<file path="src/rtl/pwmdb_map.svh">
`ifndef PWMDB_MAP_SVH
`define PWMDB_MAP_SVH
// register offsets
`define PWMDB_OFS_CTL 8'h00
`define PWMDB_OFS_ENABLE 8'h08
`define PWMDB_OFS_INVERT 8'h0C
`define PWMDB_OFS_FAULT 8'h10
`define PWMDB_OFS_INTEN 8'h14
`define PWMDB_OFS_STATUS 8'h20
`define PWMDB_OFS_LOAD 8'h50
`define PWMDB_OFS_COUNT 8'h54
`define PWMDB_OFS_CMPA 8'h58
`define PWMDB_OFS_CMPB 8'h5C
`define PWMDB_OFS_GENA 8'h60
`define PWMDB_OFS_GENB 8'h64
`define PWMDB_OFS_DBCTL 8'h68
`define PWMDB_OFS_DBRISE 8'h6C
`define PWMDB_OFS_DBFALL 8'h70
// control field positions
`define PWMDB_CTL_RUN 0
`define PWMDB_CTL_UPDOWN 1
`define PWMDB_CTL_SYNCMODE 2
`define PWMDB_CTL_GUPDATE 3
// action field positions within a generator control word
`define PWMDB_GEN_ZERO 0
`define PWMDB_GEN_LOAD 2
`define PWMDB_GEN_AUP 4
`define PWMDB_GEN_ADN 6
`define PWMDB_GEN_BUP 8
`define PWMDB_GEN_BDN 10
// interrupt enable positions, events keep the same order
`define PWMDB_INT_FAULT 6
// reset values
`define PWMDB_RST_WORD16 16'h0000
`define PWMDB_RST_WORD12 12'h000
`define PWMDB_RST_BITS2 2'h0
`define PWMDB_RST_RDATA 32'h0000_0000
`endif

</file>
<file path="src/rtl/pwmdb_pkg.sv">
package pwmdb_pkg;
  typedef logic [7:0] pwmdb_addr_t;
  typedef logic [31:0] pwmdb_data_t;
  typedef enum logic [1:0]
  {
    PWMDB_ACT_KEEP = 2'h0,
    PWMDB_ACT_TOGGLE = 2'h1,
    PWMDB_ACT_LOW = 2'h2,
    PWMDB_ACT_HIGH = 2'h3
  } pwmdb_act_e;
  typedef struct packed {
    logic [15:0] count;
    logic dir;
    logic [15:0] load;
    logic [15:0] cmpa;
    logic [15:0] cmpb;
    logic [15:0] sh_load;
    logic [15:0] sh_cmpa;
    logic [15:0] sh_cmpb;
    logic pend;
    logic run;
    logic updown;
    logic syncmode;
    logic [11:0] gena;
    logic [11:0] genb;
    logic dben;
    logic [11:0] dbrise;
    logic [11:0] dbfall;
    logic [1:0] enable;
    logic [1:0] invert;
    logic [1:0] faulten;
    logic [6:0] inten;
    logic first_gen_output;
    logic second_gen_output;
    logic da;
    logic db;
    logic [11:0] rcnt;
    logic [11:0] fcnt;
    logic out_a;
    logic out_b;
    logic irq;
    logic [31:0] rd_data;
    logic f_meta;
    logic f_sync;
  } pwmdb_state_s;
endpackage

</file>
<file path="src/rtl/pwmdb_gen.sv">
`timescale 1ns/1ns
`default_nettype none
`include "pwmdb_map.svh"

// Notes on behaviour
// - one 16-bit counter; 16-bit load value sets the period.
// - count-down mode runs load to zero, reloads, continues.
// - up/down mode runs zero to load and back, repeating.
// - direction low in count-down; high while incrementing in up/down.
// - one-cycle strobe at counter zero and another at load value.
// - in count-down the load strobe follows the zero strobe.
// - comparators A and B strobe when their value equals the counter.
// - in up/down mode matches split into up and down events.
// - a compare value above the load value never matches.
// - four events in count-down, six in up/down.
// - matches coinciding with zero or load are ignored.
// - on coinciding matches, output one uses A, output two uses B.
// - each event applies keep, toggle, low or high per output.
// - dead-band disabled passes both generated signals unchanged.
// - dead-band enabled drops signal two; output one delays rising edge.
// - dead-band output two is inverted input, rising edge delayed.
// - any subset of events can be enabled to raise the interrupt.
// - interrupt uses raw events, not dead-band delayed edges.
// - each output has its own enable to the pin.
// - each output has optional inversion and fault handling.
// - one hardware fault input forces fast output shutdown.
// - load and compare updates take effect synchronised, not mid-period.
// - immediate mode applies a new value at the next counter zero.
// - synchronous mode waits for global update, then next zero.
// - fault with fault enable forces output inactive; may interrupt.
// - outputs active high; inversion makes an output active low.
module pwmdb_gen
(
  input wire logic clock,
  input wire logic sys_rst,
  input wire pwmdb_pkg::pwmdb_addr_t addr,
  input wire pwmdb_pkg::pwmdb_data_t wr_data,
  input wire logic wr_en,
  input wire logic rd_en,
  output var pwmdb_pkg::pwmdb_data_t rd_data,
  input wire logic fault_in,
  output logic pwm_out_a,
  output logic pwm_out_b,
  output logic irq
);
  import pwmdb_pkg::*;

  pwmdb_state_s q;
  pwmdb_state_s next_q;

  logic ev_zero;
  logic ev_load;
  logic match_a;
  logic match_b;
  logic ev_aup;
  logic ev_adn;
  logic ev_bup;
  logic ev_bdn;
  logic pre_a;
  logic pre_b;
  logic [5:0] ev_vec;

  function automatic logic apply_act(input logic cur, input logic [1:0] code);
    case (pwmdb_act_e'(code))
      PWMDB_ACT_KEEP: apply_act = cur;
      PWMDB_ACT_TOGGLE: apply_act = ~cur;
      PWMDB_ACT_LOW: apply_act = 1'b0;
      PWMDB_ACT_HIGH: apply_act = 1'b1;
      default: apply_act = cur;
    endcase
  endfunction

  // one generated signal; own_a selects which comparator wins a tie
  function automatic logic gen_step(input logic cur, input logic [11:0] gen,
                                    input logic own_a, input logic [5:0] ev);
    logic n;
    n = cur;
    if (ev[0])
      n = apply_act(n, gen[`PWMDB_GEN_ZERO +: 2]);
    if (ev[1])
      n = apply_act(n, gen[`PWMDB_GEN_LOAD +: 2]);
    if (own_a && (ev[2] || ev[3]))
    begin
      n = ev[2] ? apply_act(n, gen[`PWMDB_GEN_AUP +: 2]) : apply_act(n, gen[`PWMDB_GEN_ADN +: 2]);
    end
    else if (!own_a && (ev[4] || ev[5]))
    begin
      n = ev[4] ? apply_act(n, gen[`PWMDB_GEN_BUP +: 2]) : apply_act(n, gen[`PWMDB_GEN_BDN +: 2]);
    end
    else if (ev[2] || ev[3])
    begin
      n = ev[2] ? apply_act(n, gen[`PWMDB_GEN_AUP +: 2]) : apply_act(n, gen[`PWMDB_GEN_ADN +: 2]);
    end
    else if (ev[4] || ev[5])
    begin
      n = ev[4] ? apply_act(n, gen[`PWMDB_GEN_BUP +: 2]) : apply_act(n, gen[`PWMDB_GEN_BDN +: 2]);
    end
    gen_step = n;
  endfunction

  // pin stage: enable, fault force to inactive, polarity
  function automatic logic pin_stage(input logic sig, input logic en, input logic fen,
                                     input logic flt, input logic inv);
    pin_stage = en ? (((fen && flt) ? 1'b0 : sig) ^ inv) : 1'b0;
  endfunction

  // raw counter and comparator events
  always_comb
  begin
    ev_zero = q.run && (q.count == 16'h0000);
    ev_load = q.run && (q.count == q.load);
    match_a = q.run && (q.cmpa <= q.load) && (q.count == q.cmpa);
    match_b = q.run && (q.cmpb <= q.load) && (q.count == q.cmpb);
    ev_aup = match_a && q.updown && q.dir && !ev_zero && !ev_load;
    ev_adn = match_a && !(q.updown && q.dir) && !ev_zero && !ev_load;
    ev_bup = match_b && q.updown && q.dir && !ev_zero && !ev_load;
    ev_bdn = match_b && !(q.updown && q.dir) && !ev_zero && !ev_load;
    ev_vec = {ev_bdn, ev_bup, ev_adn, ev_aup, ev_load, ev_zero};
    pre_a = q.dben ? q.da : q.first_gen_output;
    pre_b = q.dben ? q.db : q.second_gen_output;
  end

  always_comb
  begin
    logic gupd;
    logic wsel;
    gupd = 1'b0;
    wsel = 1'b0;
    next_q = q;
    next_q.rd_data = `PWMDB_RST_RDATA;
    // fault pin synchroniser
    next_q.f_meta = fault_in;
    next_q.f_sync = q.f_meta;
    // register writes
    if (wr_en)
    begin
      case (addr)
        `PWMDB_OFS_CTL:
        begin
          next_q.run = wr_data[`PWMDB_CTL_RUN];
          next_q.updown = wr_data[`PWMDB_CTL_UPDOWN];
          next_q.syncmode = wr_data[`PWMDB_CTL_SYNCMODE];
          gupd = wr_data[`PWMDB_CTL_GUPDATE];
        end
        `PWMDB_OFS_ENABLE: next_q.enable = wr_data[1:0];
        `PWMDB_OFS_INVERT: next_q.invert = wr_data[1:0];
        `PWMDB_OFS_FAULT: next_q.faulten = wr_data[1:0];
        `PWMDB_OFS_INTEN: next_q.inten = wr_data[6:0];
        `PWMDB_OFS_LOAD:
        begin
          next_q.sh_load = wr_data[15:0];
          wsel = 1'b1;
        end
        `PWMDB_OFS_CMPA:
        begin
          next_q.sh_cmpa = wr_data[15:0];
          wsel = 1'b1;
        end
        `PWMDB_OFS_CMPB:
        begin
          next_q.sh_cmpb = wr_data[15:0];
          wsel = 1'b1;
        end
        `PWMDB_OFS_GENA: next_q.gena = wr_data[11:0];
        `PWMDB_OFS_GENB: next_q.genb = wr_data[11:0];
        `PWMDB_OFS_DBCTL: next_q.dben = wr_data[0];
        `PWMDB_OFS_DBRISE: next_q.dbrise = wr_data[11:0];
        `PWMDB_OFS_DBFALL: next_q.dbfall = wr_data[11:0];
        default: next_q.rd_data = `PWMDB_RST_RDATA;
      endcase
    end
    // shadow values go live only at counter zero
    if (q.pend && (q.count == 16'h0000))
    begin
      next_q.load = q.sh_load;
      next_q.cmpa = q.sh_cmpa;
      next_q.cmpb = q.sh_cmpb;
      next_q.pend = 1'b0;
    end
    if ((wsel && !q.syncmode) || gupd)
      next_q.pend = 1'b1;
    // counter
    if (!q.run)
    begin
      next_q.count = 16'h0000;
      next_q.dir = 1'b0;
    end
    else if (!q.updown)
    begin
      next_q.dir = 1'b0;
      next_q.count = (q.count == 16'h0000) ? next_q.load : q.count - 16'h0001;
    end
    else if (q.dir)
    begin
      if (q.count >= next_q.load)
      begin
        next_q.dir = 1'b0;
        next_q.count = (q.count == 16'h0000) ? 16'h0000 : q.count - 16'h0001;
      end
      else
        next_q.count = q.count + 16'h0001;
    end
    else if (q.count == 16'h0000)
    begin
      next_q.dir = 1'b1;
      next_q.count = (next_q.load == 16'h0000) ? 16'h0000 : 16'h0001;
    end
    else
      next_q.count = q.count - 16'h0001;
    // generated signals
    next_q.first_gen_output = gen_step(q.first_gen_output, q.gena, 1'b1, ev_vec);
    next_q.second_gen_output = gen_step(q.second_gen_output, q.genb, 1'b0, ev_vec);
    // dead-band: delayed rise of signal one, delayed rise of its inverse
    if (!q.first_gen_output)
    begin
      next_q.da = 1'b0;
      next_q.rcnt = `PWMDB_RST_WORD12;
    end
    else if (!q.da)
    begin
      if (q.rcnt >= q.dbrise)
        next_q.da = 1'b1;
      else
        next_q.rcnt = q.rcnt + 12'h001;
    end
    if (q.first_gen_output)
    begin
      next_q.db = 1'b0;
      next_q.fcnt = `PWMDB_RST_WORD12;
    end
    else if (!q.db)
    begin
      if (q.fcnt >= q.dbfall)
        next_q.db = 1'b1;
      else
        next_q.fcnt = q.fcnt + 12'h001;
    end
    // output stage
    next_q.out_a = pin_stage(pre_a, q.enable[0], q.faulten[0], q.f_sync, q.invert[0]);
    next_q.out_b = pin_stage(pre_b, q.enable[1], q.faulten[1], q.f_sync, q.invert[1]);
    // interrupt from raw events
    next_q.irq = |(ev_vec & q.inten[5:0]) || (q.inten[`PWMDB_INT_FAULT] && q.f_sync);
    // register reads
    if (rd_en)
    begin
      case (addr)
        `PWMDB_OFS_CTL: next_q.rd_data = {29'h0000_0000, q.syncmode, q.updown, q.run};
        `PWMDB_OFS_ENABLE: next_q.rd_data = {30'h0000_0000, q.enable};
        `PWMDB_OFS_INVERT: next_q.rd_data = {30'h0000_0000, q.invert};
        `PWMDB_OFS_FAULT: next_q.rd_data = {30'h0000_0000, q.faulten};
        `PWMDB_OFS_INTEN: next_q.rd_data = {25'h000_0000, q.inten};
        `PWMDB_OFS_STATUS:
          next_q.rd_data = {27'h000_0000, q.pend, q.second_gen_output, q.first_gen_output,
                            q.dir, q.f_sync};
        `PWMDB_OFS_LOAD: next_q.rd_data = {16'h0000, q.sh_load};
        `PWMDB_OFS_COUNT: next_q.rd_data = {16'h0000, q.count};
        `PWMDB_OFS_CMPA: next_q.rd_data = {16'h0000, q.sh_cmpa};
        `PWMDB_OFS_CMPB: next_q.rd_data = {16'h0000, q.sh_cmpb};
        `PWMDB_OFS_GENA: next_q.rd_data = {20'h0_0000, q.gena};
        `PWMDB_OFS_GENB: next_q.rd_data = {20'h0_0000, q.genb};
        `PWMDB_OFS_DBCTL: next_q.rd_data = {31'h0000_0000, q.dben};
        `PWMDB_OFS_DBRISE: next_q.rd_data = {20'h0_0000, q.dbrise};
        `PWMDB_OFS_DBFALL: next_q.rd_data = {20'h0_0000, q.dbfall};
        default: next_q.rd_data = `PWMDB_RST_RDATA;
      endcase
    end
  end

  always_ff @(posedge clock)
  begin
    if (sys_rst)
      q <= '0;
    else
      q <= next_q;
  end

  assign rd_data = q.rd_data;
  assign pwm_out_a = q.out_a;
  assign pwm_out_b = q.out_b;
  assign irq = q.irq;
endmodule
`default_nettype wire

</file>
<file path="config.mk">
export PLATFORM = sky130hd
export DESIGN_NAME = pwmdb_gen
export DESIGN_NICKNAME = d
export VERILOG_FILES = /design/src/rtl/pwmdb_pkg.sv /design/src/rtl/pwmdb_gen.sv
export VERILOG_INCLUDE_DIRS = /design/src /design/src/rtl
export SDC_FILE = /design/constraint.sdc
export NUM_CORES = 1
export LEC_CHECK = 0
export BUFFER_PORTS_ARGS = -buffer_cell sky130_fd_sc_hd__clkbuf_2
export CAP_MARGIN = 20
export CORE_MARGIN = 2
export CORE_UTILIZATION = 66
export DETAILED_ROUTE_END_ITERATION = 8
export PLACE_DENSITY = 0.86
export SETUP_SLACK_MARGIN = 0.4
export SKIP_CTS_REPAIR_TIMING = 1
export SLEW_MARGIN = 15
export SYNTH_ARGS = -nofsm -noshare
export SYNTH_HDL_FRONTEND = slang
export SYNTH_SLANG_ARGS = --single-unit
</file>
<file path="constraint.sdc">
create_clock -name clock -period 8.7 [get_ports clock]
set_clock_uncertainty 0.2 [all_clocks]
set_input_delay 0.435 -clock clock [delete_from_list [all_inputs] [get_ports clock]]
set_output_delay 0.435 -clock clock [all_outputs]
set_load 0.1 [all_outputs]
</file>
==> metrics.txt <==
# TYPE chip_impl_metric gauge
chip_impl_metric{name="grt_pass1_vias",unit=""} 11400
chip_impl_metric{name="grt_antenna_before_repair",unit=""} 0
chip_impl_metric{name="vdd.ir_drop.worst",unit="V"} 0.000199
chip_impl_metric{name="drt-initial-drc-count",unit=""} 1655
chip_impl_metric{name="total_power",unit="mW"} 2.28
chip_impl_metric{name="timing.critical_path.arrival",unit="ps"} 6260
chip_impl_metric{name="synth_seq_area_share",unit=""} 0.359
chip_impl_metric{name="finalWeightedCongestion",unit=""} 0.991
chip_impl_info{name="postSynth.topFlopCell",value="dfxtp_1"} 1
chip_impl_metric{name="final_global_route_overflow_total",unit=""} 0
chip_impl_info{name="critPathSlowestCell",value="and2_0"} 1
chip_impl_metric{name="post_synth.cell_area_avg",unit="um2"} 7.79
chip_impl_metric{name="drt_pre_antenna_iters",unit=""} 9
chip_impl_metric{name="die_height",unit="um"} 143
chip_impl_metric{name="post_synth_num_cell_types",unit=""} 69
chip_impl_info{name="clk_root_buffer_cell",value="clkbuf_16"} 1
chip_impl_info{name="worst_setup_path_end_kind",value="flop"} 1
chip_impl_metric{name="layout.nets",unit=""} 1732
chip_impl_metric{name="route.final.wire_length",unit="um"} 37100
chip_impl_metric{name="route.detailed.drc",unit=""} 4
chip_impl_metric{name="floorplan.rows",unit=""} 50
chip_impl_metric{name="grt_util_all_layers",unit=""} 0.365
chip_impl_metric{name="clock_period_minus_final_worst_setup_slack",unit="ps"} 6030
chip_impl_metric{name="critPathRequiredTime",unit="ps"} 8930
chip_impl_metric{name="vias",unit=""} 12200
chip_impl_metric{name="transition_at_the_pin_with_the_smallest_max_transition_slack",unit="ps"} 1150
chip_impl_info{name="worstSetupPathType",value="reg2reg"} 1
chip_impl_metric{name="wire_length_of_the_first_global_routing_pass",unit="um"} 59300
chip_impl_metric{name="flow.area_growth_from_synthesis",unit="%"} 8.14
chip_impl_metric{name="cts.clk_slew.worst_paths",unit="ps"} 60
chip_impl_metric{name="clkLatencyLatePin",unit="ps"} 530
chip_impl_metric{name="final-setup-viol-count",unit=""} 0
chip_impl_metric{name="count_of_maximum_capacitance_violations",unit=""} 0
chip_impl_metric{name="htree_num_levels",unit=""} 1
chip_impl_info{name="grt_setup_unrepaired",value="no"} 1
chip_impl_metric{name="insertedDiodeCount",unit=""} 0
chip_impl_metric{name="grt_max_degree",unit=""} 97
chip_impl_metric{name="synth-edff-count",unit=""} 0
chip_impl_metric{name="power_density",unit="nW/um2"} 166
chip_impl_metric{name="n_fill_cell",unit=""} 1486
chip_impl_metric{name="syn-instance-count",unit=""} 1631
chip_impl_metric{name="timing.final.crit_share",unit=""} 0.693
chip_impl_info{name="crit_chain",value="inv_1 > ha_1 > nor4b_1 > nand2_1 > nor4b_4 > buf_4 > mux2i_1 > inv_1 > ha_1 > nand2b_1 > a2111oi_0 > o31ai_1 > o21ai_1 > and2_0 > nor2_1 > a211oi_1"} 1
chip_impl_metric{name="detail_route.wl_per_cell",unit="um"} 19.6
chip_impl_metric{name="ys_ff_latch",unit=""} 228
chip_impl_metric{name="numPortBuffers",unit=""} 47
chip_impl_info{name="cts_tree",value="yes"} 1
chip_impl_metric{name="ios",unit=""} 80
chip_impl_metric{name="post_route_cells_drive_above_1_share",unit=""} 0.0774
chip_impl_info{name="run_status",value="finished, violations left"} 1
chip_impl_info{name="critPathLaunchType",value="flop"} 1
chip_impl_metric{name="clock-sinks",unit=""} 228
chip_impl_info{name="violated_checks",value="design-rule violations"} 1
chip_impl_metric{name="timing.critical_path.fanout_max",unit=""} 63
chip_impl_metric{name="dp_hpwl",unit="um"} 26400
chip_impl_metric{name="max-slew-margin-rel",unit=""} 0.233
chip_impl_metric{name="leakagePower",unit="nW"} 5.09
chip_impl_metric{name="final_area",unit="um2"} 13700
chip_impl_metric{name="clk_path_buf_depth",unit=""} 3
chip_impl_metric{name="slowest_delay",unit="ps"} 740
chip_impl_metric{name="die_area",unit="um2"} 20400
chip_impl_metric{name="hold_violations",unit=""} 0
chip_impl_metric{name="core_area",unit="um2"} 18800
chip_impl_metric{name="async_flop_share",unit=""} 0
chip_impl_metric{name="fin_worst_hold_slack",unit="ps"} 53.4
chip_impl_metric{name="cts_made_buffers",unit=""} 25
chip_impl_metric{name="drt.antenna.violating_nets",unit=""} 0
chip_impl_metric{name="die-width",unit="um"} 143
chip_impl_metric{name="slew_viol_final",unit=""} 0
chip_impl_metric{name="post_route_core_utilization",unit=""} 0.730
chip_impl_metric{name="route.detailed.vias_per_inst",unit=""} 6.48
chip_impl_metric{name="final.setup.tns",unit="ps"} 0
chip_impl_info{name="worstHoldPathType",value="in2reg"} 1
chip_impl_metric{name="synth.cell_area",unit="um2"} 12700
chip_impl_metric{name="floorplan.initialDensity",unit=""} 0.675
chip_impl_metric{name="postPlaceCellArea",unit="um2"} 12800
chip_impl_metric{name="max_freq",unit="MHz"} 166
chip_impl_metric{name="yosysWarningCount",unit=""} 0
-- per-stage QoR --
stage	instances	setup WS, ps
2_1_floorplan	1646	3980
3_3_place_gp	1834	2930
3_5_place_dp	1835	2810
4_1_cts	1880	2760
5_1_grt	1888	2210
6_report	1888	2670
-- worst max-delay path, delay by kind of cell, from the launching register on --
family                     cells  cell delay [ps]
buffers and inverters          3              910
DFF                            1              480
and+or+nand+nor                6             1930
adders and majority gates      2              450
AOI/OAI and AO/OA              4             1470
muxes                          1              480
-- sequential cells by signal, summed over array words and instances (netlist names) --
name,flops
next_q,1
rd_data,16
irq,1
q,208
pwm_out_a,1
pwm_out_b,1
-- power by group --
group          switching (mW)  internal [mW]  leakage, nW  total [mW]
Clock                   0.437          0.712        0.437        1.15
Combinational          0.0676         0.0122         2.82      0.0798
Sequential            0.00168           1.05         1.84        1.05
Total                   0.507           1.77         5.09        2.28
-- per-layer routing --
| layer | up-vias | routed length [um] | track usage |
|---|---|---|---|
| li1 | 5642 | - | - |
| met4 | 0 | 1340 | 0.128 |
| met3 | 130 | 4000 | 0.0533 |
| met1 | 5718 | 15400 | 0.521 |
| met5 | - | 0 | 0 |
| met2 | 747 | 16300 | 0.563 |
-- cell families after synthesis --
logic type | Yosys count | share of synthesized area
muxes | 14 | 0.0113
and+or+nand+nor | 648 | 0.230
other | 1 | 0.000295
xor gates and xnor gates | 87 | 0.0600
DFF | 228 | 0.359
adders and majority gates | 77 | 0.0758
buffers and inverters | 188 | 0.0692
AOI/OAI and AO/OA | 388 | 0.194
-- placed cells by master, fill, tap and decap left out, drive strengths merged, types with 19 or more instances in the layout --
cell type / count
a21oi: 206
a221oi: 20
a22oi: 19
buf: 19
clkbuf: 79
dfxtp: 228
ha: 77
inv: 56
nand2: 346
nand3: 42
nand4: 25
nor2: 108
xnor2: 46
xor2: 41
-- final timing paths --
kind / slack (ps) / start / to / cells past startpoint
hold reg to reg: 270 / q[87]$_SDFFE_PP0P_ / q[87]$_SDFFE_PP0P_ / 2
setup / recovery: 2670 / q[228]$_SDFF_PP0_ / q[238]$_SDFF_PP0_ / 16
setup reg to reg: 2670 / q[228]$_SDFF_PP0_ / q[238]$_SDFF_PP0_ / 16
hold / removal: 50 / addr[0] / q[130]$_SDFFE_PP0P_ / 4
-- cell usage after synthesis, types with 17 or more instances --
master,count,area [um2]
a21oi_1,205,1030
a221oi_1,20,175
a22oi_1,19,143
a31oi_1,17,106
buf_4,36,270
clkbuf_1,80,300
dfxtp_1,228,4560
ha_1,77,963
inv_1,55,206
nand2_1,346,1300
nand3_1,42,210
nand4_1,25,156
nor2_1,108,405
nor4_1,17,106
xnor2_1,46,403
xor2_1,41,359
-- layout make-up --
class	count	area [um2]	share of cell area
Tap cell	260	325	0.0237
Clock inverter	12	199	0.0145
Inverter	55	206	0.0150
Sequential cell	228	4560	0.332
Timing Repair Buffer	70	418	0.0304
Clock buffer	33	696	0.0506
Multi-Input combinational cell	1230	7330	0.534
Power figures use the tool's default switching activity.
